`src/design/pmc_pkg.sv`:
```
// constants and helpers for the power management configuration slice
package pmc_pkg;

  // ----------------------------------------------------------------
  // configuration offsets
  // ----------------------------------------------------------------
  localparam logic [7:0] CAP_PTR_OFFSET = 8'h34;
  localparam logic [7:0] CTRL_OFFSET = 8'h40;
  localparam logic [7:0] CAP_HDR_OFFSET = 8'h44;
  localparam logic [7:0] PM_CAPS_OFFSET = 8'h46;
  localparam logic [7:0] PM_CSR_OFFSET = 8'h48;
  localparam logic [7:0] MISC_OFFSET = 8'hF0;
  localparam logic [5:0] CAP_PTR_DWORD = CAP_PTR_OFFSET[7:2];
  localparam logic [5:0] CTRL_DWORD = CTRL_OFFSET[7:2];
  localparam logic [5:0] CAP_DWORD = CAP_HDR_OFFSET[7:2];
  localparam logic [5:0] CSR_DWORD = PM_CSR_OFFSET[7:2];
  localparam logic [5:0] MISC_DWORD = MISC_OFFSET[7:2];
  // capabilities word sits in the upper half of its dword
  localparam int CAPS_SHIFT = 16;

  // ----------------------------------------------------------------
  // fixed values
  // ----------------------------------------------------------------
  localparam logic [7:0] CAP_PTR_VALUE = 8'h44;
  localparam logic [7:0] CAP_CODE = 8'h01;
  localparam logic [7:0] LINK_PTR = 8'h00;
  localparam logic [2:0] PM_REVISION = 3'h1;

  // ----------------------------------------------------------------
  // reset values and writable masks
  // ----------------------------------------------------------------
  localparam logic [31:0] CTRL_RESET = 32'h0000_0000;
  localparam logic [31:0] CTRL_MASK = 32'h0000_0001;
  localparam logic [31:0] MISC_RESET = 32'h0000_2400;
  localparam logic [31:0] MISC_MASK = 32'h0000_A400;
  localparam logic [31:0] CSR_RESET = 32'h0000_0000;
  localparam logic [31:0] CSR_MASK = 32'h0000_0003;
  localparam logic [15:0] CAPS_RESET = 16'h6401;

  // ----------------------------------------------------------------
  // field positions
  // ----------------------------------------------------------------
  localparam int SWAP_BIT = 0;
  localparam int MISC_COLD_BIT = 15;
  localparam int MISC_D2WAKE_BIT = 13;
  localparam int MISC_D2SUP_BIT = 10;
  localparam int CAP_COLD_BIT = 15;
  localparam int CAP_D3HOT_BIT = 14;
  localparam int CAP_D2WAKE_BIT = 13;
  localparam int CAP_D1WAKE_BIT = 12;
  localparam int CAP_D0WAKE_BIT = 11;
  localparam int CAP_D2SUP_BIT = 10;
  localparam int CAP_D1SUP_BIT = 9;
  localparam int CAP_REPORT_BIT = 8;
  localparam int CAP_INIT_BIT = 5;
  localparam int CAP_STANDBY_BIT = 4;
  localparam int CAP_CLOCK_BIT = 3;

  // ----------------------------------------------------------------
  // power level encoding and timing
  // ----------------------------------------------------------------
  localparam logic [1:0] POWER_D0 = 2'h0;
  localparam logic [1:0] POWER_D1 = 2'h1;
  localparam logic [1:0] POWER_D2 = 2'h2;
  localparam logic [1:0] POWER_D3 = 2'h3;
  localparam int ACK_CYCLES = 1;

  function automatic logic [31:0] swap_bytes(input logic [31:0] d);
    swap_bytes = {d[7:0], d[15:8], d[23:16], d[31:24]};
  endfunction

endpackage

```
`src/design/pmc_power_mgmt_config_regs.sv`:
```
// power management configuration registers and quadlet byte-lane swap
//
// Function
// - swap bit set byte-reverses every PCI quadlet
// - swap bit loaded from serial ROM
// - control bits 31..1 read zero, ignore writes
// - capability code reads 01h
// - link pointer reads 00h, last entry
// - wake-state mask defaults to 1100b
// - wake-from-D2 follows misc bit 13
// - State_two_flag follows misc bit 10
// - wake-from-cold follows misc bit 15
// - State_one_flag bit reads zero
// - power report bit reads zero
// - bits 7 and 6 read zero
// - special initialisation bit reads zero
// - auxiliary source bit reads zero
// - wake clock need bit reads zero
// - revision field reads 001b
// - misc register loaded from serial ROM
// - capabilities pointer reads 44h
// - power level field sets device state
`timescale 1ns/1ns
module pmc_power_mgmt_config_regs #(
  parameter int DATA_WIDTH = 32
) (
  input wire logic sys_clk,
  input wire logic sys_rst,
  input wire logic cfgRead,
  input wire logic cfgWrite,
  input wire logic [7:0] cfgAddr,
  input wire logic [3:0] cfgByteEn,
  input wire logic [31:0] cfgWrData,
  output logic [31:0] cfgRdData,
  output logic cfgAck,
  input wire logic romLoad,
  input wire logic [31:0] romControlWord,
  input wire logic [31:0] romMiscWord,
  output logic swapEnable,
  output logic [1:0] devicePowerLevel,
  input wire logic [DATA_WIDTH-1:0] busRxData,
  output logic [DATA_WIDTH-1:0] localRxData,
  input wire logic [DATA_WIDTH-1:0] localTxData,
  output logic [DATA_WIDTH-1:0] busTxData
);

  // ----------------------------------------------------------------
  // address decode
  // ----------------------------------------------------------------
  logic [5:0] dwordAddr;
  logic ctrlWrite;
  logic csrWrite;
  logic miscWrite;
  logic readTaken;
  logic [31:0] ctrlValue;
  logic [31:0] csrValue;
  logic [31:0] miscValue;
  logic [15:0] capHeader;
  logic [15:0] pmCaps;
  logic [31:0] next_cfgRdData;

  assign dwordAddr = cfgAddr[7:2];
  // a write takes priority; a read in the same cycle is dropped
  assign readTaken = cfgRead & ~cfgWrite;
  assign ctrlWrite = cfgWrite & (dwordAddr == pmc_pkg::CTRL_DWORD);
  assign csrWrite = cfgWrite & (dwordAddr == pmc_pkg::CSR_DWORD);
  assign miscWrite = cfgWrite & (dwordAddr == pmc_pkg::MISC_DWORD);

  // ----------------------------------------------------------------
  // writable registers
  // ----------------------------------------------------------------
  pmc_cfg_field #(
    .WIDTH(32),
    .WRITE_MASK(pmc_pkg::CTRL_MASK),
    .RESET_VALUE(pmc_pkg::CTRL_RESET)
  ) ctrlReg (
    .sys_clk(sys_clk),
    .sys_rst(sys_rst),
    .writeStrobe(ctrlWrite),
    .byteEn(cfgByteEn),
    .writeData(cfgWrData),
    .loadStrobe(romLoad),
    .loadData(romControlWord),
    .value(ctrlValue)
  );

  pmc_cfg_field #(
    .WIDTH(32),
    .WRITE_MASK(pmc_pkg::MISC_MASK),
    .RESET_VALUE(pmc_pkg::MISC_RESET)
  ) miscReg (
    .sys_clk(sys_clk),
    .sys_rst(sys_rst),
    .writeStrobe(miscWrite),
    .byteEn(cfgByteEn),
    .writeData(cfgWrData),
    .loadStrobe(romLoad),
    .loadData(romMiscWord),
    .value(miscValue)
  );

  pmc_cfg_field #(
    .WIDTH(32),
    .WRITE_MASK(pmc_pkg::CSR_MASK),
    .RESET_VALUE(pmc_pkg::CSR_RESET)
  ) csrReg (
    .sys_clk(sys_clk),
    .sys_rst(sys_rst),
    .writeStrobe(csrWrite),
    .byteEn(cfgByteEn),
    .writeData(cfgWrData),
    .loadStrobe(1'b0),
    .loadData(32'h0000_0000),
    .value(csrValue)
  );

  assign swapEnable = ctrlValue[pmc_pkg::SWAP_BIT];
  assign devicePowerLevel = csrValue[1:0];

  // ----------------------------------------------------------------
  // capability words
  // ----------------------------------------------------------------
  assign capHeader = {pmc_pkg::LINK_PTR, pmc_pkg::CAP_CODE};

  always_comb
  begin
    pmCaps = 16'h0000;
    pmCaps[pmc_pkg::CAP_COLD_BIT] = miscValue[pmc_pkg::MISC_COLD_BIT];
    pmCaps[pmc_pkg::CAP_D3HOT_BIT] = 1'b1;
    pmCaps[pmc_pkg::CAP_D2WAKE_BIT] = miscValue[pmc_pkg::MISC_D2WAKE_BIT];
    pmCaps[pmc_pkg::CAP_D2SUP_BIT] = miscValue[pmc_pkg::MISC_D2SUP_BIT];
    pmCaps[2:0] = pmc_pkg::PM_REVISION;
  end

  // ----------------------------------------------------------------
  // read mux and answer
  // ----------------------------------------------------------------
  always_comb
  begin
    case (dwordAddr)
      pmc_pkg::CAP_PTR_DWORD:
        next_cfgRdData = {24'h00_0000, pmc_pkg::CAP_PTR_VALUE};
      pmc_pkg::CTRL_DWORD:
        next_cfgRdData = ctrlValue;
      pmc_pkg::CAP_DWORD:
        next_cfgRdData = {pmCaps, capHeader};
      pmc_pkg::CSR_DWORD:
        next_cfgRdData = csrValue;
      pmc_pkg::MISC_DWORD:
        next_cfgRdData = miscValue;
      default:
        next_cfgRdData = 32'h0000_0000;
    endcase
  end

  always_ff @(posedge sys_clk or posedge sys_rst)
  begin
    if (sys_rst)
      cfgRdData <= 32'h0000_0000;
    else if (readTaken)
      cfgRdData <= next_cfgRdData;
  end

  always_ff @(posedge sys_clk or posedge sys_rst)
  begin
    if (sys_rst)
      cfgAck <= 1'b0;
    else
      cfgAck <= cfgRead | cfgWrite;
  end

  // ----------------------------------------------------------------
  // quadlet byte-lane swap in both directions
  // ----------------------------------------------------------------
  pmc_byte_swap #(
    .WIDTH(DATA_WIDTH)
  ) rxSwap (
    .sys_clk(sys_clk),
    .sys_rst(sys_rst),
    .swapEnable(swapEnable),
    .inData(busRxData),
    .outData(localRxData)
  );

  pmc_byte_swap #(
    .WIDTH(DATA_WIDTH)
  ) txSwap (
    .sys_clk(sys_clk),
    .sys_rst(sys_rst),
    .swapEnable(swapEnable),
    .inData(localTxData),
    .outData(busTxData)
  );

  // ----------------------------------------------------------------
  // checks
  // ----------------------------------------------------------------
  logic capRead;
  logic pastValid;

  assign capRead = readTaken & (dwordAddr == pmc_pkg::CAP_DWORD);

  always_ff @(posedge sys_clk or posedge sys_rst)
  begin
    if (sys_rst)
      pastValid <= 1'b0;
    else
      pastValid <= 1'b1;
  end

  tx_swap_a: assert property (@(posedge sys_clk) disable iff (sys_rst)
    (pastValid && $past(swapEnable)) |->
    (busTxData[31:0] == pmc_pkg::swap_bytes($past(localTxData[31:0]))))
    else $error("outbound quadlet not byte swapped");

  rx_swap_a: assert property (@(posedge sys_clk) disable iff (sys_rst)
    (pastValid && $past(swapEnable)) |->
    (localRxData[31:0] == pmc_pkg::swap_bytes($past(busRxData[31:0]))))
    else $error("inbound quadlet not byte swapped");

  tx_pass_a: assert property (@(posedge sys_clk) disable iff (sys_rst)
    (pastValid && !$past(swapEnable)) |-> (busTxData == $past(localTxData)))
    else $error("outbound quadlet altered with swap off");

  rx_pass_a: assert property (@(posedge sys_clk) disable iff (sys_rst)
    (pastValid && !$past(swapEnable)) |-> (localRxData == $past(busRxData)))
    else $error("inbound quadlet altered with swap off");

  rd_hold_a: assert property (@(posedge sys_clk) disable iff (sys_rst)
    !readTaken |=> $stable(cfgRdData))
    else $error("read data changed without a read");

  power_keep_a: assert property (@(posedge sys_clk) disable iff (sys_rst)
    !csrWrite |=> $stable(devicePowerLevel))
    else $error("power level changed without a write");

  rom_swap_a: assert property (@(posedge sys_clk) disable iff (sys_rst)
    romLoad |=> (swapEnable == $past(romControlWord[0])))
    else $error("swap bit not taken from rom word");

  ctrl_upper_a: assert property (@(posedge sys_clk) disable iff (sys_rst)
    (readTaken && dwordAddr == pmc_pkg::CTRL_DWORD) |=> (cfgRdData[31:1] == 31'h0))
    else $error("control upper bits not zero");

  cap_code_a: assert property (@(posedge sys_clk) disable iff (sys_rst)
    capRead |=> (cfgRdData[7:0] == 8'h01))
    else $error("capability code wrong");

  link_ptr_a: assert property (@(posedge sys_clk) disable iff (sys_rst)
    capRead |=> (cfgRdData[15:8] == 8'h00))
    else $error("link pointer not zero");

  wake_mask_a: assert property (@(posedge sys_clk) disable iff (sys_rst)
    capRead |=> (cfgRdData[30] && cfgRdData[28:27] == 2'b00))
    else $error("wake state mask fixed bits wrong");

  wake_d2_a: assert property (@(posedge sys_clk) disable iff (sys_rst)
    capRead |=> (cfgRdData[29] == $past(miscValue[13])))
    else $error("wake from d2 does not follow misc");

  state_two_flag_a: assert property (@(posedge sys_clk) disable iff (sys_rst)
    capRead |=> (cfgRdData[26] == $past(miscValue[10])))
    else $error("state_two_flag does not follow misc");

  wake_cold_a: assert property (@(posedge sys_clk) disable iff (sys_rst)
    capRead |=> (cfgRdData[31] == $past(miscValue[15])))
    else $error("wake from cold does not follow misc");

  fixed_zero_a: assert property (@(posedge sys_clk) disable iff (sys_rst)
    capRead |=> (cfgRdData[25:19] == 7'h00))
    else $error("fixed zero capability bits set");

  revision_a: assert property (@(posedge sys_clk) disable iff (sys_rst)
    capRead |=> (cfgRdData[18:16] == 3'b001))
    else $error("revision field wrong");

  rom_misc_a: assert property (@(posedge sys_clk) disable iff (sys_rst)
    romLoad |=> (miscValue == ($past(romMiscWord) & 32'h0000_A400)))
    else $error("misc register not loaded from rom");

  cap_ptr_a: assert property (@(posedge sys_clk) disable iff (sys_rst)
    (readTaken && dwordAddr == pmc_pkg::CAP_PTR_DWORD) |=> (cfgRdData == 32'h0000_0044))
    else $error("capabilities pointer wrong");

  power_set_a: assert property (@(posedge sys_clk) disable iff (sys_rst)
    (csrWrite && cfgByteEn[0]) |=> (devicePowerLevel == $past(cfgWrData[1:0])))
    else $error("power level not entered");

  lane_keep_a: assert property (@(posedge sys_clk) disable iff (sys_rst)
    (csrWrite && !cfgByteEn[0]) |=> $stable(devicePowerLevel))
    else $error("disabled byte lane was written");

  ack_timing_a: assert property (@(posedge sys_clk) disable iff (sys_rst)
    (cfgRead || cfgWrite) |=> cfgAck ##1 (cfgAck == ($past(cfgRead) || $past(cfgWrite))))
    else $error("access answer timing wrong");

endmodule

```
`src/design/pmc_cfg_field.sv`:
```
// one configuration register with writable mask, byte enables and load port
`timescale 1ns/1ns
module pmc_cfg_field #(
  parameter int WIDTH = 32,
  parameter logic [WIDTH-1:0] WRITE_MASK = '0,
  parameter logic [WIDTH-1:0] RESET_VALUE = '0
) (
  input wire logic sys_clk,
  input wire logic sys_rst,
  input wire logic writeStrobe,
  input wire logic [WIDTH/8-1:0] byteEn,
  input wire logic [WIDTH-1:0] writeData,
  input wire logic loadStrobe,
  input wire logic [WIDTH-1:0] loadData,
  output logic [WIDTH-1:0] value
);

  logic [WIDTH-1:0] laneMask;

  always_comb
  begin
    for (int i = 0; i < WIDTH; i++)
    begin
      laneMask[i] = byteEn[i/8] & WRITE_MASK[i];
    end
  end

  // load wins over a host write in the same cycle
  always_ff @(posedge sys_clk or posedge sys_rst)
  begin
    if (sys_rst)
      value <= RESET_VALUE;
    else if (loadStrobe)
      value <= (loadData & WRITE_MASK) | (RESET_VALUE & ~WRITE_MASK);
    else if (writeStrobe)
      value <= (value & ~laneMask) | (writeData & laneMask);
  end

endmodule

```
`src/design/pmc_byte_swap.sv`:
```
// registered quadlet path with optional byte reversal
`timescale 1ns/1ns
module pmc_byte_swap #(
  parameter int WIDTH = 32
) (
  input wire logic sys_clk,
  input wire logic sys_rst,
  input wire logic swapEnable,
  input wire logic [WIDTH-1:0] inData,
  output logic [WIDTH-1:0] outData
);

  logic [WIDTH-1:0] swapped;

  always_comb
  begin
    for (int i = 0; i < WIDTH / 8; i++)
    begin
      swapped[i*8 +: 8] = inData[(WIDTH/8 - 1 - i)*8 +: 8];
    end
  end

  always_ff @(posedge sys_clk or posedge sys_rst)
  begin
    if (sys_rst)
      outData <= '0;
    else
      outData <= swapEnable ? swapped : inData;
  end

endmodule

```
`config.mk`:
```
export PLATFORM = sky130hd
export DESIGN_NAME = pmc_power_mgmt_config_regs
export DESIGN_NICKNAME = d
export VERILOG_FILES = /design/src/design/pmc_pkg.sv /design/src/design/pmc_power_mgmt_config_regs.sv /design/src/design/pmc_cfg_field.sv /design/src/design/pmc_byte_swap.sv
export SDC_FILE = /design/constraint.sdc
export NUM_CORES = 1
export LEC_CHECK = 0
export BUFFER_PORTS_ARGS = -buffer_cell sky130_fd_sc_hd__buf_4
export CORE_AREA = 5 5 105 107
export DETAILED_ROUTE_END_ITERATION = 10
export DIE_AREA = 0 0 110 112
export PLACE_DENSITY = 0.72
export SLEW_MARGIN = 20
export SYNTH_ARGS = -nofsm -noshare
export SYNTH_HDL_FRONTEND = slang
export SYNTH_SLANG_ARGS = --single-unit
```
`constraint.sdc`:
```
create_clock -name sys_clk -period 3.63 [get_ports sys_clk]
set_clock_uncertainty 0.1 [all_clocks]
set_input_delay 0.726 -clock sys_clk [delete_from_list [all_inputs] [get_ports sys_clk]]
set_output_delay 0.726 -clock sys_clk [all_outputs]
set_load 0.05 [all_outputs]
```
---- Word-level counts from Yosys, hierarchy flattened ----
Cells that the tools add are included.
word-level totals
  logic and storage cells ................. 39
  output and inout bits ................... 100
  register bits after elaboration ......... 193
  bits of input ports ..................... 177
cells by class
  reductions and logical operators ........ 2
  mux-type cells .......................... 7
  bitwise operators ....................... 18
  equality and inequality tests ........... 5
operator list
  kind                  count
  $mux W32              6
  $pmux W32 S5          1
  $and A32 B32 Y32      3
  $or A32 B32 Y32       3
  $and A32 B1 Y32       1
  $and A32 B16 Y32      1
  $and A32 B2 Y32       1
  $not A1 Y32           1
  $not A16 Y32          1
  $not A2 Y32           1
  $eq A6 B5 Y1 const B  3
  $eq A6 B4 Y1 const B  1
  $eq A6 B6 Y1 const B  1
  $and A1 B1 Y1         4
  $reduce_bool A2 Y1    2
  $not A1 Y1            1
  $or A1 B1 Y1          1

---- Logic depth before layout (Yosys ltp) ----
Gate-level depths: netlist of the first run.
  word-level depth ........................ 5
  gate-level depth with buffers ........... 4
  gate-level depth less buffers ........... 3

---- Hierarchy ----
A second synthesis of the first run with hierarchy kept.
unflattened totals
  cell total of the unflattened synthesis .. 504
  area total of the unflattened synthesis .. 5736.8 sq um
modules (own cells, without submodules)
  module                      cells an instance  seq. area each (sq um)  times used  area each (sq um)
  pmc_byte_swap               69                 800.8                   2           1348.8
  pmc_power_mgmt_config_regs  240                825.8                   1           2015.7
  pmc_cfg_field at miscReg    46                 77.6                    1           389.1
  pmc_cfg_field at csrReg     42                 50.0                    1           340.3
  pmc_cfg_field at ctrlReg    38                 25.0                    1           294.0

---- Worst setup path before layout of the first run ----
No wires, ideal clock.
  path kind ............................... in2reg
  start ................................... input cfgAddr[4]
  end ..................................... register csrReg.value[0]
  stages .................................. 3
  arrival time ............................ 1.913 ns
  buffers on the path ..................... 0
  setup time .............................. 0.125 ns
  setup slack ............................. 1.492 ns
  data required time ...................... 3.405 ns
  cells stage by stage .................... or4b_4 nor4b_4 mux2_2
between the ends
  word-level cells in the longest chain between the ends .. 2
ends and longest elaborated chain
  what                    line                              RTL
  start: declaration      pmc_power_mgmt_config_regs.sv:31  input wire logic [7:0] cfgAddr,
  $eq A6 B5 Y1            pmc_power_mgmt_config_regs.sv:66  assign csrWrite = cfgWrite & (dwordAddr == pmc_pkg::CSR_DWORD);
  $and A1 B1 Y1           pmc_power_mgmt_config_regs.sv:66
  end signal: assignment  pmc_cfg_field.sv:34               value <= (loadData & WRITE_MASK) | (RESET_VALUE & ~WRITE_MASK);
  end signal: assignment  pmc_cfg_field.sv:36               value <= (value & ~laneMask) | (writeData & laneMask);
  end: declaration        pmc_cfg_field.sv:15               output logic [WIDTH-1:0] value
No other way between the ends.
A chain may end at the register's enable or synchronous reset.

---- Worst setup path in the final report of the first run ----
  start ................................... register ctrlReg.value[0]
  end ..................................... output swapEnable
RTL lines
  what                      line                              RTL
  start: declaration        pmc_cfg_field.sv:15
  start signal: assignment  pmc_cfg_field.sv:34
  start signal: assignment  pmc_cfg_field.sv:36
  end: declaration          pmc_power_mgmt_config_regs.sv:39  output logic swapEnable,
No word-level cell between the ends.

==> impl_summary.md, run 1 <==
Floorplan
The die boundary height is 112 um. For this configuration, the core starts out at a cell density of 0.334. The number of cell rows is 37.

The number of primary I/O pins is 277. The die boundary width is 110 um. The die covers 12300 sq um. The region available for standard cell placement spans 10000 sq um.

Global routing
The global-route wire length before repair is 12900 um. The met2 capacity usage during global routing is 0.234. The maximum number of pins on one net before global-route repair is 70.

For this run, global-route usage on met3 was measured as 0.0672. After global routing the overflow that remains totals 0. The initial antenna violation count is 0.

The global routing usage on met1 is 0.144. The layer with the highest usage is met2. The total track usage is 0.135. The via count of the first global-routing pass is 2626.

Timing
The worst hold slack is 0.351 ns. Derived from the worst setup path, the maximum achievable clock frequency is 443 MHz. The setup-violating endpoint count in the final report is 0. The final critical-path setup slack is 1.37 ns.

The sum of negative setup slack is 0 ns. The count of final max-slew check failures came to 0. The worst pin sits at a relative slew slack of 0.586.

The clock period minus worst slack is 2.26 ns. The slew at the pin with the worst max-slew slack is 0.621 ns. Of the available clock period, the critical path in the final layout requires 0.621. Setup repair after global routing left no endpoint under its margin. The total count of hold-check failures in the final report is 0.

Setup path
At the worst endpoint, the required time is 2.80 ns. STA classifies the critical path startpoint as a register. STA classifies the critical path endpoint as an output pin. The worst setup path is of the register to output pin kind. Setup slack on the worst reg-to-reg path comes out at 1.68 ns.

The worst register-to-register path begins at ctrlReg.value[0]$_DFFE_PP0P_. The maximum fanout along the worst path is 30. Among cell families on the critical path, the largest total delay comes from flip-flops. For this run, the slowest stage of the critical path takes 0.77 ns.

The number of cells on the worst reg-to-reg path is 2. The slowest stage of the critical path is the sky130_fd_sc_hd__dfrtp_2 cell. The critical path goes through buf_4. The critical path starts at ctrlReg.value[0]$_DFFE_PP0P_. The endpoint identified for the worst register-to-register timing path is rxSwap.outData[31]$_DFF_PP0_. Together, buffers and inverters on the worst path number 1.

At the worst endpoint, the arrival time is 1.43 ns.

Synthesis
The share of the Yosys chip area taken by registers is 0.612. The number of nets in the synthesized netlist is 417. The warning count from the yosys run is 0.

The synthesized netlist cell count is 240. Each instance of the synthesized netlist takes up on average 14.0 sq um. Summing every instance area after synthesis gives 3360 sq um. The count of state elements after synthesis is 82. The count of unique library cells instantiated by Yosys is 28.

Clock network
Clock tree synthesis inserted a total of 9 buffers. Counting every sink on the clock net gives 82. The number of setup buffers added after CTS is 0. Clock latency on the worst-skew pair, taken at its later pin, is 0.33 ns. TritonCTS built the clock tree. The H-tree was split into 3 levels. The buffer depth of the longest clock path is 2. The root cell of the clock tree is sky130_fd_sc_hd__clkbuf_8. The total of cells resized after clock tree synthesis is 0. The clock transition at the registers of the reported paths is 0.09 ns.

The count of hold-fix buffers inserted at cts is 0.

Drt
The number of nets with antenna violations after routing is 0. The detailed-routing iteration count for the pre-antenna-repair pass is 4. The DRC violations left is 0. In the final routed layout, each cell accounts on average for 15.2 um. In the routed layout, each cell is associated on average with a via count of 4.49. The final wirelength is 8360 um. In this run, the number of DRC markers left after iteration 0 of detailed routing was 74. The total vias in the final route is 2464.

Power and ir drop
For this design the ratio of total power to cell area is 463 nW/um^2. The leakage power of the design is 2.36 nW. The maximum vdd drop is 0.246 mV.

Outcome
The run finished with clean final reports.

Cells and area
Of the cells placed in the final design, the portion with a size suffix greater than 1 is 0.668. For this run, the number of standard cells in the final layout without fillers is 549. For this run, the share of the core covered by cells in the final layout is 0.491. The repair_antennas step left the layout with diodes totalling 0.

The area added between synthesis and finish is 47.0%. After the last flow step, the layout net total stands at 585.

Placed design
The count of port buffers added during placement is 185. Including well taps, the total number of placed cells is 533. The weighted congestion reported at the end of routability-driven placement is 0.849. The placed wire-length estimate after detailed placement is 6480 um. The post-place setup slack is 1.27 ns.

Hold path
The worst hold-check path type is input pin to async pin.

Job
The number of maximum-capacitance violations is 0.
cell usage after synthesis:
cell	n	area, sq um
sky130_fd_sc_hd__dfrtp_1	80	2000
sky130_fd_sc_hd__mux2_2	66	743
sky130_fd_sc_hd__buf_4	21	158
sky130_fd_sc_hd__nand2_1	15	56.3
sky130_fd_sc_hd__o21ai_0	11	55.1
sky130_fd_sc_hd__clkbuf_1	5	18.8
sky130_fd_sc_hd__nand3_1	5	25.0
sky130_fd_sc_hd__a31oi_1	4	25.0
sky130_fd_sc_hd__buf_2	4	20.0
sky130_fd_sc_hd__nor2_1	4	15.0
sky130_fd_sc_hd__inv_1	3	11.3
sky130_fd_sc_hd__nand4_1	3	18.8
sky130_fd_sc_hd__dfstp_2	2	52.6
sky130_fd_sc_hd__nor4b_1	2	17.5
sky130_fd_sc_hd__o41ai_1	2	17.5
sky130_fd_sc_hd__a21boi_0	1	7.51
sky130_fd_sc_hd__and2_1	1	6.26
sky130_fd_sc_hd__and4_1	1	8.76
sky130_fd_sc_hd__and4bb_2	1	12.5
sky130_fd_sc_hd__nand2b_1	1	6.26
sky130_fd_sc_hd__nor2b_1	1	6.26
sky130_fd_sc_hd__nor3_1	1	5.00
sky130_fd_sc_hd__nor4b_4	1	23.8
sky130_fd_sc_hd__nor4bb_1	1	10.0
sky130_fd_sc_hd__or2_2	1	6.26
sky130_fd_sc_hd__or3_1	1	6.26
sky130_fd_sc_hd__or4b_4	1	13.8
sky130_fd_sc_hd__or4bb_1	1	11.3
logic make-up after synthesis:
group                  share of synthesized area
AO/OA/AOI/OAI                             0.0313
AND/OR/NAND/NOR                           0.0741
multiplexers                               0.221
buffers and inverters                     0.0618
flip-flops                                 0.612
cells in the final DEF, fill, tap and decap left out, drive strengths merged, types with 2 or more instances in the layout:
cell        n
inv         3
nor2        4
dfrtp      80
o41ai       2
clkbuf     10
buf       187
nand2      15
nand4       3
nand3       5
nor4b       3
mux2       66
dfstp       2
a31oi       4
clkinvlp    3
o21ai      11
clkinv      2
report_power, final:
group	leakage (nW)	internal (mW)	switching (mW)	total [mW]
Clock	0.0889	0.319	0.325	0.644
Combinational	1.29	0.233	0.389	0.622
Sequential	0.979	0.989	0.0329	1.02
Total	2.36	1.54	0.747	2.29
through the flow:
step	instance area, sq um	total power, mW
floorplan	3360	1.43
detailed placement	4740	1.67
global route	4940	2.41
finish	4940	2.29
global placement	4740	1.66
CTS	4940	2.33
flip-flops by register name (all words and copies together) (netlist names):
name            flops
csrReg.value        2
txSwap.outData     32
ctrlReg.value       1
rxSwap.outData     32
cfgAck              1
cfgRdData          11
miscReg.value       3
routing by layer:
| metal | vias up | wire length, um |
|---|---|---|
| li1 | 1159 | - |
| met3 | 6 | 1020 |
| met5 | - | 0 |
| met2 | 111 | 4370 |
| met1 | 1188 | 2900 |
| met4 | 0 | 71 |
final cells by class:
cell class / count / area, sq um
clock buffer: 10 / 128
clock inverter: 6 / 66.3
fill: 907 / 5110
inverter: 3 / 16.3
multi-input combinational: 125 / 1100
sequential: 82 / 2060
tap: 136 / 170
timing repair buffer: 187 / 1400
how the worst max path moves through the flow:
stage                                  endpoint  slack (ns)  cells after the start
detailed placement  csrReg.value[1]$_DFFE_PP0P_        1.27                      4
global placement    csrReg.value[0]$_DFFE_PP0P_        1.31                      4
global route                         swapEnable        1.27                      1
floorplan                      cfgAck$_DFF_PP0_        0.70                      1
finish                               swapEnable        1.37                      1
CTS                                  swapEnable        1.34                      1
Note: power is estimated with default switching activity, not from simulation.
==> run 2, diff against run 1 <==
Settings changed: ABC_AREA from default to 1, CORE_AREA 5 5 105 107 to 5 5 106 108, DIE_AREA 0 0 110 112 to 0 0 111 113, PLACE_DENSITY 0.72 to 0.71.
Clock period 3.63 ns to 2.2 ns, I/O delays scaled along.
==> run 2 against run 1 <==
- setup slack worse by 1.1 ns
- utilization down 0.24 points
- clock power up 51%
- first-iteration DRC count up 140%
- flip-flop and latch count unchanged
- combinational power up 88%
- critical endpoint is now cfgRdData[8]
- largest power group unchanged
==> impl_summary.md, run 2 <==
Synthesis
The largest area contributor in the netlist is sky130_fd_sc_hd__dfrtp_1 (unchanged). The average size of a mapped cell is 9.12 sq um (was 14.0 sq um). The post-synthesis sequential area ratio was 0.604 (was 0.612). The predominant post-synthesis flop cell is sky130_fd_sc_hd__dfrtp_1 (unchanged).

The largest family of logic cells by synthesized area is simple AND/OR/NAND/NOR gates (was multiplexers). The count of state elements after synthesis is 82 (unchanged). The share of the synthesized area in the top cell type came to 0.588 (was 0.596). The compound-gate portion of the synthesized area is 0.105 (was 0.0313). The number of nets in the synthesized netlist came to 550 (was 417). Most area-consuming cells after synthesis: sky130_fd_sc_hd__dfrtp_1, sky130_fd_sc_hd__nand2_1, sky130_fd_sc_hd__buf_4, sky130_fd_sc_hd__o21ai_0, sky130_fd_sc_hd__a21oi_1 (was sky130_fd_sc_hd__dfrtp_1, sky130_fd_sc_hd__mux2_2, sky130_fd_sc_hd__buf_4, sky130_fd_sc_hd__nand2_1, sky130_fd_sc_hd__o21ai_0). The area share of fa/ha/maj cells after synthesis is 0 (unchanged).

The cell with the most instances after synthesis is sky130_fd_sc_hd__dfrtp_1 (unchanged). The warning count from the yosys run is 0 (unchanged). The XOR/XNOR share of the synthesized area is 0 (unchanged). Commonest cells in the synthesized netlist: sky130_fd_sc_hd__dfrtp_1, sky130_fd_sc_hd__nand2_1, sky130_fd_sc_hd__inv_1 (was sky130_fd_sc_hd__dfrtp_1, sky130_fd_sc_hd__mux2_2, sky130_fd_sc_hd__buf_4). The area of the mapped netlist came to 3400 sq um (was 3360 sq um). The simple-gate share of the synthesized area came to 0.172 (was 0.0741). The count of flip-flops with a built-in enable after synthesis is 0 (unchanged). The share of cell area taken by muxes after synthesis came to 0 (was 0.221).

The count of unique library cells instantiated by Yosys is 21 (was 28). The share of async-settable or async-resettable flops after synthesis was 1.00 (unchanged). The synthesized netlist cell count is 373 (was 240).

Cells and area
The layout net count is 713 (was 585). The total inserted antenna cells was 0 (unchanged). The register area was 2060 sq um (about the same). Largest registers: rxSwap.outData x32, txSwap.outData x32, cfgRdData x11 (unchanged). The post-route standard cell area excluding fillers is 4960 sq um (was 4940 sq um). The fraction of layout instances using a drive strength above 1 is 0.405 (was 0.668).

The most common library cell in the layout ignoring fill and taps is sky130_fd_sc_hd__buf_4 (unchanged). The filler cell count in the final layout came to 958 (was 907). The area added between synthesis and finish is 45.8% (was 47.0%).

Most frequent cells in the layout: sky130_fd_sc_hd__buf_4, sky130_fd_sc_hd__dfrtp_1, sky130_fd_sc_hd__nand2_1 (was sky130_fd_sc_hd__buf_4, sky130_fd_sc_hd__dfrtp_1, sky130_fd_sc_hd__mux2_2). The utilization after layout is 0.489 (was 0.491). The area occupied by multi-input gates is 943 sq um (was 1100 sq um).

Job
The number of maximum-capacitance violations is 0 (unchanged).

Setup path
The largest incremental delay on the critical path came to 0.70 ns (was 0.77 ns). The maximum fanout along the worst path was 21 (was 30). The number of buffer and inverter instances along the worst setup path came to 1 (unchanged). The critical setup path kind is register to output pin (unchanged).

The library cell contributing the largest single delay on the critical path is sky130_fd_sc_hd__dfrtp_1 (was sky130_fd_sc_hd__dfrtp_2). The type of element launching the critical path is a register (unchanged). The data required time of the worst path is 1.66 ns (was 2.80 ns).

Cell Chain, Critical Path: buf_4 (unchanged). The endpoint kind of the worst setup timing path is an output pin (unchanged). The category of cells accounting for the largest share of critical-path delay is flip-flops (unchanged).

The data arrival time of the worst path is 1.35 ns (was 1.43 ns).

Placed design
The placed wire-length estimate after detailed placement is 6690 um (was 6480 um). The count of port buffers added during placement is 185 (unchanged). The weighted congestion reported at the end of routability-driven placement came to 0.822 (was 0.849). The cell area reported after detailed placement is 4780 sq um (was 4740 sq um).

Global routing
The initial antenna violation count was 0 (unchanged). The total track usage is 0.133 (was 0.135). The global-route wire length before repair was 13500 um (was 12900 um). The total global routing overflow is 0 (unchanged). The via count of the first global-routing pass came to 2771 (was 2626).

The maximum number of pins on one net before global-route repair came to 83 (was 70).

Floorplan
The number of primary I/O pins is 277 (unchanged). The die boundary width came to 111 um (was 110 um). The effective utilization at floorplan came to 0.336 (was 0.334). The die area was 12500 sq um (was 12300 sq um). The number of cell rows is 37 (unchanged). The die boundary height is 113 um (was 112 um). The area of the core region is 10100 sq um (was 10000 sq um).

Power and ir drop
The leakage power of the design is 2.60 nW (was 2.36 nW). The cell area power density is 777 nW/um^2 (was 463 nW/um^2). The power spent charging and discharging nets is 1.41 mW (was 0.747 mW).

The logic gate share of total power is 0.303 (was 0.272). The maximum vdd drop is 0.317 mV (was 0.246 mV). The power after layout is 3.85 mW (was 2.29 mW). The total internal power was 2.44 mW (was 1.54 mW). The switching share of total power is 0.367 (was 0.326). The clock share of power was 0.253 (was 0.281).

The power share of the sequential group came to 0.444 (was 0.447).

Timing
The worst slew margin relative to its limit is 0.630 (was 0.586). The clock period minus worst slack is 1.89 ns. The worst hold slack is 0.0978 ns (was 0.351 ns). The final worst-path cycle share is 0.860. The slew at the pin with the worst max-slew slack came to 0.555 ns (was 0.621 ns). The highest clock frequency the design can meet is 528 MHz. The sum of negative setup slack came to 0 ns (unchanged). The total count of hold-check failures in the final report was 0 (unchanged). The count of final max-slew check failures is 0 (unchanged).

Unrepaired setup endpoints after global routing: no (unchanged). The setup-violating endpoint count in the final report came to 0 (unchanged).

Clock network
The H-tree depth came to 3 (unchanged). The insertion delay to the later sink of the worst-skew pair is 0.34 ns (was 0.33 ns). The number of buffers created by CTS is 9 (unchanged). The buffer depth of the longest clock path is 2 (unchanged). The count of hold-fix buffers inserted at cts is 0 (unchanged).

The number of setup buffers added after CTS is 0 (unchanged). The clock transition at the registers of the reported paths is 0.08 ns (was 0.09 ns). The root cell of the clock tree is sky130_fd_sc_hd__clkbuf_8 (unchanged). The total of cells resized after clock tree synthesis was 0 (unchanged). The total number of clock tree sinks was 82 (unchanged). The TritonCTS clock tree is built (unchanged).

Drt
The final wirelength is 8600 um (was 8360 um). The DRC violations left came to 0 (unchanged). The detailed-route vias per instance is 4.30 (was 4.49).

The number of nets with antenna violations after routing is 0 (unchanged). The routed length per instance came to 12.7 um (was 15.2 um). The total vias in the final route is 2912 (was 2464). The number of DRC markers after the initial detailed-route iteration is 180 (was 74). The detailed-routing iteration count for the pre-antenna-repair pass was 4 (unchanged).

Outcome
Outcome: complete, no violations (unchanged).

Hold path
The worst hold-check path type was input pin to async pin (unchanged).
-- run 2: worst reg2reg max path, delay by kind of cell, from the launching register on --
| kind | cells | cell delay [ns] |
|---|---|---|
| flip-flops | 1 | 0.50 |
| buffers and inverters | 1 | 0.40 |
| AO/OA/AOI/OAI | 1 | 0.14 |
| AND/OR/NAND/NOR | 1 | 0.12 |
-- run 2: area by class of cell --
cell class                 count  area share
multi-input combinational    210       0.190
clock inverter                 7      0.0109
sequential                    82       0.415
inverter                      45      0.0348
timing repair buffer         188       0.290
tap                          136      0.0343
clock buffer                   9      0.0250
-- run 2: path summary, 6_finish.rpt --
kind / depth (start not counted) / slack [ns] / from / end
max: 1 / 0.31 / cfgRdData[28]$_DFFE_PP0P_ / cfgRdData[8]
min: 3 / 0.1 / sys_rst / rxSwap.outData[30]$_DFF_PP0_
min reg2reg: 2 / 0.39 / cfgRdData[1]$_DFFE_PP0P_ / cfgRdData[1]$_DFFE_PP0P_
max in group asynchronous: 3 / 1.52 / sys_rst / ctrlReg.value[0]$_DFFE_PP0P_
min in group sys_clk: 2 / 0.20 / cfgRead / cfgAck$_DFF_PP0_
max reg2reg: 3 / 0.86 / ctrlReg.value[0]$_DFFE_PP0P_ / rxSwap.outData[0]$_DFF_PP0_
-- run 2: metrics by stage --
stage | cells | worst slack [ns]
2_1_floorplan | 373 | 0.444
3_3_place_gp | 661 | 0.721
3_5_place_dp | 661 | 0.683
4_1_cts | 677 | 0.281
5_1_grt | 677 | 0.187
6_report | 677 | 0.307
-- run 2: power by group through the flow --
stage                     clock network (mW)  registers (mW)  logic (mW)
after floorplan                            0            2.25       0.234
after global placement                     0            1.74        1.16
after detailed placement                   0            1.74        1.18
after CTS                               1.02            1.71        1.18
after global routing                    1.09            1.73        1.24
final                                  0.974            1.71        1.17
-- run 2: cell families (layout without fill, tap and decap cells) --
family | Yosys count | after routing
simple gates | 139 | 139
flops | 82 | 82
buf+inv | 81 | 249
compound gates | 71 | 71
-- run 2: per-layer routing --
metal	routed length (um)	vias up	part of all wire	GRT usage
met5	0	-	0	0
met4	181	0	0.021	0.0550
met3	807	14	0.094	0.0519
met2	4290	111	0.50	0.221
met1	3330	1320	0.39	0.155
li1	-	1467	-	-
==> run 3, diff against run 2 <==
Settings changed: ABC_AREA 1 to default, CORE_AREA 5 5 106 108 to 5 5 105 107, DIE_AREA 0 0 111 113 to 0 0 110 112, PLACE_DENSITY 0.71 to 0.69.
==> run 3 against run 2 <==
- via count fell by 14%
- wire length fell by 0.53%
- hold slack improved by 0.013 ns
- power rose by 7.7%
- critical path depth did not move
- clock power rose by 46%
- critical path type unchanged
- fmax rose by 0.44%
- die area fell by 1.8%
- non-clock buffer count did not move
- sequential share of layout area fell by 0.82 points
- critical endpoint unchanged
==> impl_summary.md, run 3 (synthesis results as in run 1) <==
Outcome
Outcome: complete, no violations (unchanged).

Drt
The number of DRC markers after the initial detailed-route iteration is 61 (was 180). The routed length per instance is 15.6 um (was 12.7 um). The detailed-route vias per instance is 4.57 (was 4.30). The number of nets with antenna violations after routing is 0 (unchanged). The detailed-routing iteration count for the pre-antenna-repair pass is 4 (unchanged). The final wirelength is 8560 um (was 8600 um).

The total vias in the final route is 2515 (was 2912). The DRC violations left is 0 (unchanged).

Timing
The final critical-path setup slack is 0.316 ns (was 0.307 ns). The slew at the pin with the worst max-slew slack is 0.551 ns (was 0.555 ns). The highest clock frequency the design can meet is 531 MHz (was 528 MHz).

The worst hold slack is 0.111 ns (was 0.0978 ns). The count of final max-slew check failures came to 0 (unchanged). The final worst-path cycle share is 0.856 (was 0.860). The worst slew margin relative to its limit is 0.633 (was 0.630). The sum of negative setup slack is 0 ns (unchanged). Unrepaired setup endpoints after global routing: no (unchanged). The setup-violating endpoint count in the final report is 0 (unchanged).

The total count of hold-check failures in the final report was 0 (unchanged). The clock period minus worst slack is 1.88 ns (was 1.89 ns).

Global routing
The global-route wire length before repair was 13300 um (was 13500 um). The total track usage is 0.139 (was 0.133). The via count of the first global-routing pass is 2744 (was 2771). The layer with the highest usage is met2 (unchanged). The maximum number of pins on one net before global-route repair is 83 (unchanged).

The total global routing overflow came to 0 (unchanged). The initial antenna violation count came to 0 (unchanged). The global routing usage on met1 is 0.147 (was 0.155). The global-route track usage on met3 was 0.0614 (was 0.0519). The met2 capacity usage during global routing is 0.239 (was 0.221).

Power and ir drop
The maximum vdd drop is 0.508 mV (was 0.317 mV). The leakage power of the design is 2.42 nW (was 2.60 nW). The cell area power density is 821 nW/um^2 (was 777 nW/um^2).

Floorplan
The number of cell rows is 37 (unchanged). The effective utilization at floorplan is 0.334 (was 0.336). The die boundary width is 110 um (was 111 um). The number of primary I/O pins is 277 (unchanged). The die boundary height is 112 um (was 113 um). The die area is 12300 sq um (was 12500 sq um). The area of the core region is 10000 sq um (was 10100 sq um).

Setup path
The count of cell instances traversed by the critical path is 1 (unchanged). The origin of the worst setup path is cfgRdData[28]$_DFFE_PP0P_ (unchanged). The critical setup path kind was register to output pin (unchanged). The maximum fanout along the worst path came to 21 (unchanged). The endpoint kind of the worst setup timing path is an output pin (unchanged). The library cell contributing the largest single delay on the critical path is sky130_fd_sc_hd__dfrtp_1 (unchanged). The largest incremental delay on the critical path is 0.70 ns (about the same). The data required time of the worst path is 1.66 ns (about the same). The critical register-to-register path startpoint is ctrlReg.value[0]$_DFFE_PP0P_ (unchanged). The type of element launching the critical path was a register (unchanged). The number of buffer and inverter instances along the worst setup path is 1 (unchanged). The number of cells on the worst reg-to-reg path is 2 (was 3). Cell Chain, Critical Path: buf_4 (unchanged). The data arrival time of the worst path was 1.34 ns (was 1.35 ns). The category of cells accounting for the largest share of critical-path delay is flip-flops (unchanged).

Placed design
The placed wire-length estimate after detailed placement was 6580 um (was 6690 um). The total placed cells including tap cells was 534 (was 661). The post-place setup slack is 0.127 ns (was 0.683 ns). The count of port buffers added during placement is 185 (unchanged). The weighted congestion reported at the end of routability-driven placement is 0.840 (was 0.822).

Clock network
The TritonCTS clock tree is built (unchanged). The total number of clock tree sinks is 82 (unchanged). The total of cells resized after clock tree synthesis is 0 (unchanged). The insertion delay to the later sink of the worst-skew pair was 0.34 ns (about the same).

The number of buffers created by CTS came to 9 (unchanged). The count of hold-fix buffers inserted at cts is 0 (unchanged). The H-tree depth was 3 (unchanged).

The clock transition at the registers of the reported paths is 0.08 ns (about the same). The root cell of the clock tree is sky130_fd_sc_hd__clkbuf_8 (unchanged). The number of setup buffers added after CTS is 0 (unchanged).

The buffer depth of the longest clock path is 2 (unchanged).

Job
The number of maximum-capacitance violations is 0 (unchanged).

Cells and area
The filler cell count in the final layout is 870 (was 958). The layout net count is 586 (was 713). The non-filler instance count after layout came to 550 (was 677). Most frequent cells in the layout: sky130_fd_sc_hd__buf_4, sky130_fd_sc_hd__dfrtp_1, sky130_fd_sc_hd__mux2_2 (was sky130_fd_sc_hd__buf_4, sky130_fd_sc_hd__dfrtp_1, sky130_fd_sc_hd__nand2_1). The utilization after layout is 0.503 (was 0.489). The most common library cell in the layout ignoring fill and taps is sky130_fd_sc_hd__buf_4 (unchanged). The total inserted antenna cells came to 0 (unchanged). The area added between synthesis and finish is 50.4% (was 45.8%). Largest registers: rxSwap.outData x32, txSwap.outData x32, cfgRdData x11 (unchanged). The fraction of layout instances using a drive strength above 1 is 0.669 (was 0.405).

Hold path
The worst hold-check path type is input pin to async pin (unchanged).
==> run 3: path summary, 6_finish.rpt <==
| check | slack [ns] | end |
|---|---|---|
| setup reg to reg | 0.69 | rxSwap.outData[0]$_DFF_PP0_ |
| min in group sys_clk | 0.22 | cfgAck$_DFF_PP0_ |
| hold / removal | 0.11 | txSwap.outData[25]$_DFF_PP0_ |
| hold reg to reg | 0.39 | cfgRdData[31]$_DFFE_PP0P_ |
| setup / recovery | 0.32 | cfgRdData[8] |
| max in group asynchronous | 1.54 | rxSwap.outData[27]$_DFF_PP0_ |
==> run 3: cell type report <==
class,count,area [sq um],share of cell area
well taps,136,170,0.0337
flip-flops and latches,82,2060,0.407
multi-input cells,125,1100,0.217
clock inverters,6,138,0.0272
clock buffers,10,128,0.0253
inverters,3,15.0,0.00297
repair buffers,188,1450,0.287
==> run 3: worst min-delay path, cell delays in order <==
cell and delay [ns]:
sky130_fd_sc_hd__buf_4 0.12, sky130_fd_sc_hd__clkinvlp_4 0.07, sky130_fd_sc_hd__buf_12 0.35
==> run 3: through the flow <==
stage	power (mW)	area, sq um
final	4.15	5050
after global placement	2.76	4790
after detailed placement	2.78	4790
after global routing	4.33	5050
after floorplan	2.36	3360
after CTS	4.23	5050
==> run 3: where the power goes <==
group / leakage [nW] / internal, mW / total, mW / switching (mW)
clock: 0.131 / 0.876 / 1.42 / 0.542
combinational: 1.31 / 0.397 / 1.05 / 0.650
sequential: 0.979 / 1.63 / 1.68 / 0.0519
total: 2.42 / 2.90 / 4.15 / 1.24
==> run 3: layer usage <==
metal	share of wire	wire (um)	up-vias
li1	-	-	1154
met1	0.34	2940	1222
met2	0.51	4380	122
met3	0.12	1050	17
met4	0.022	189	0
met5	0	0	-
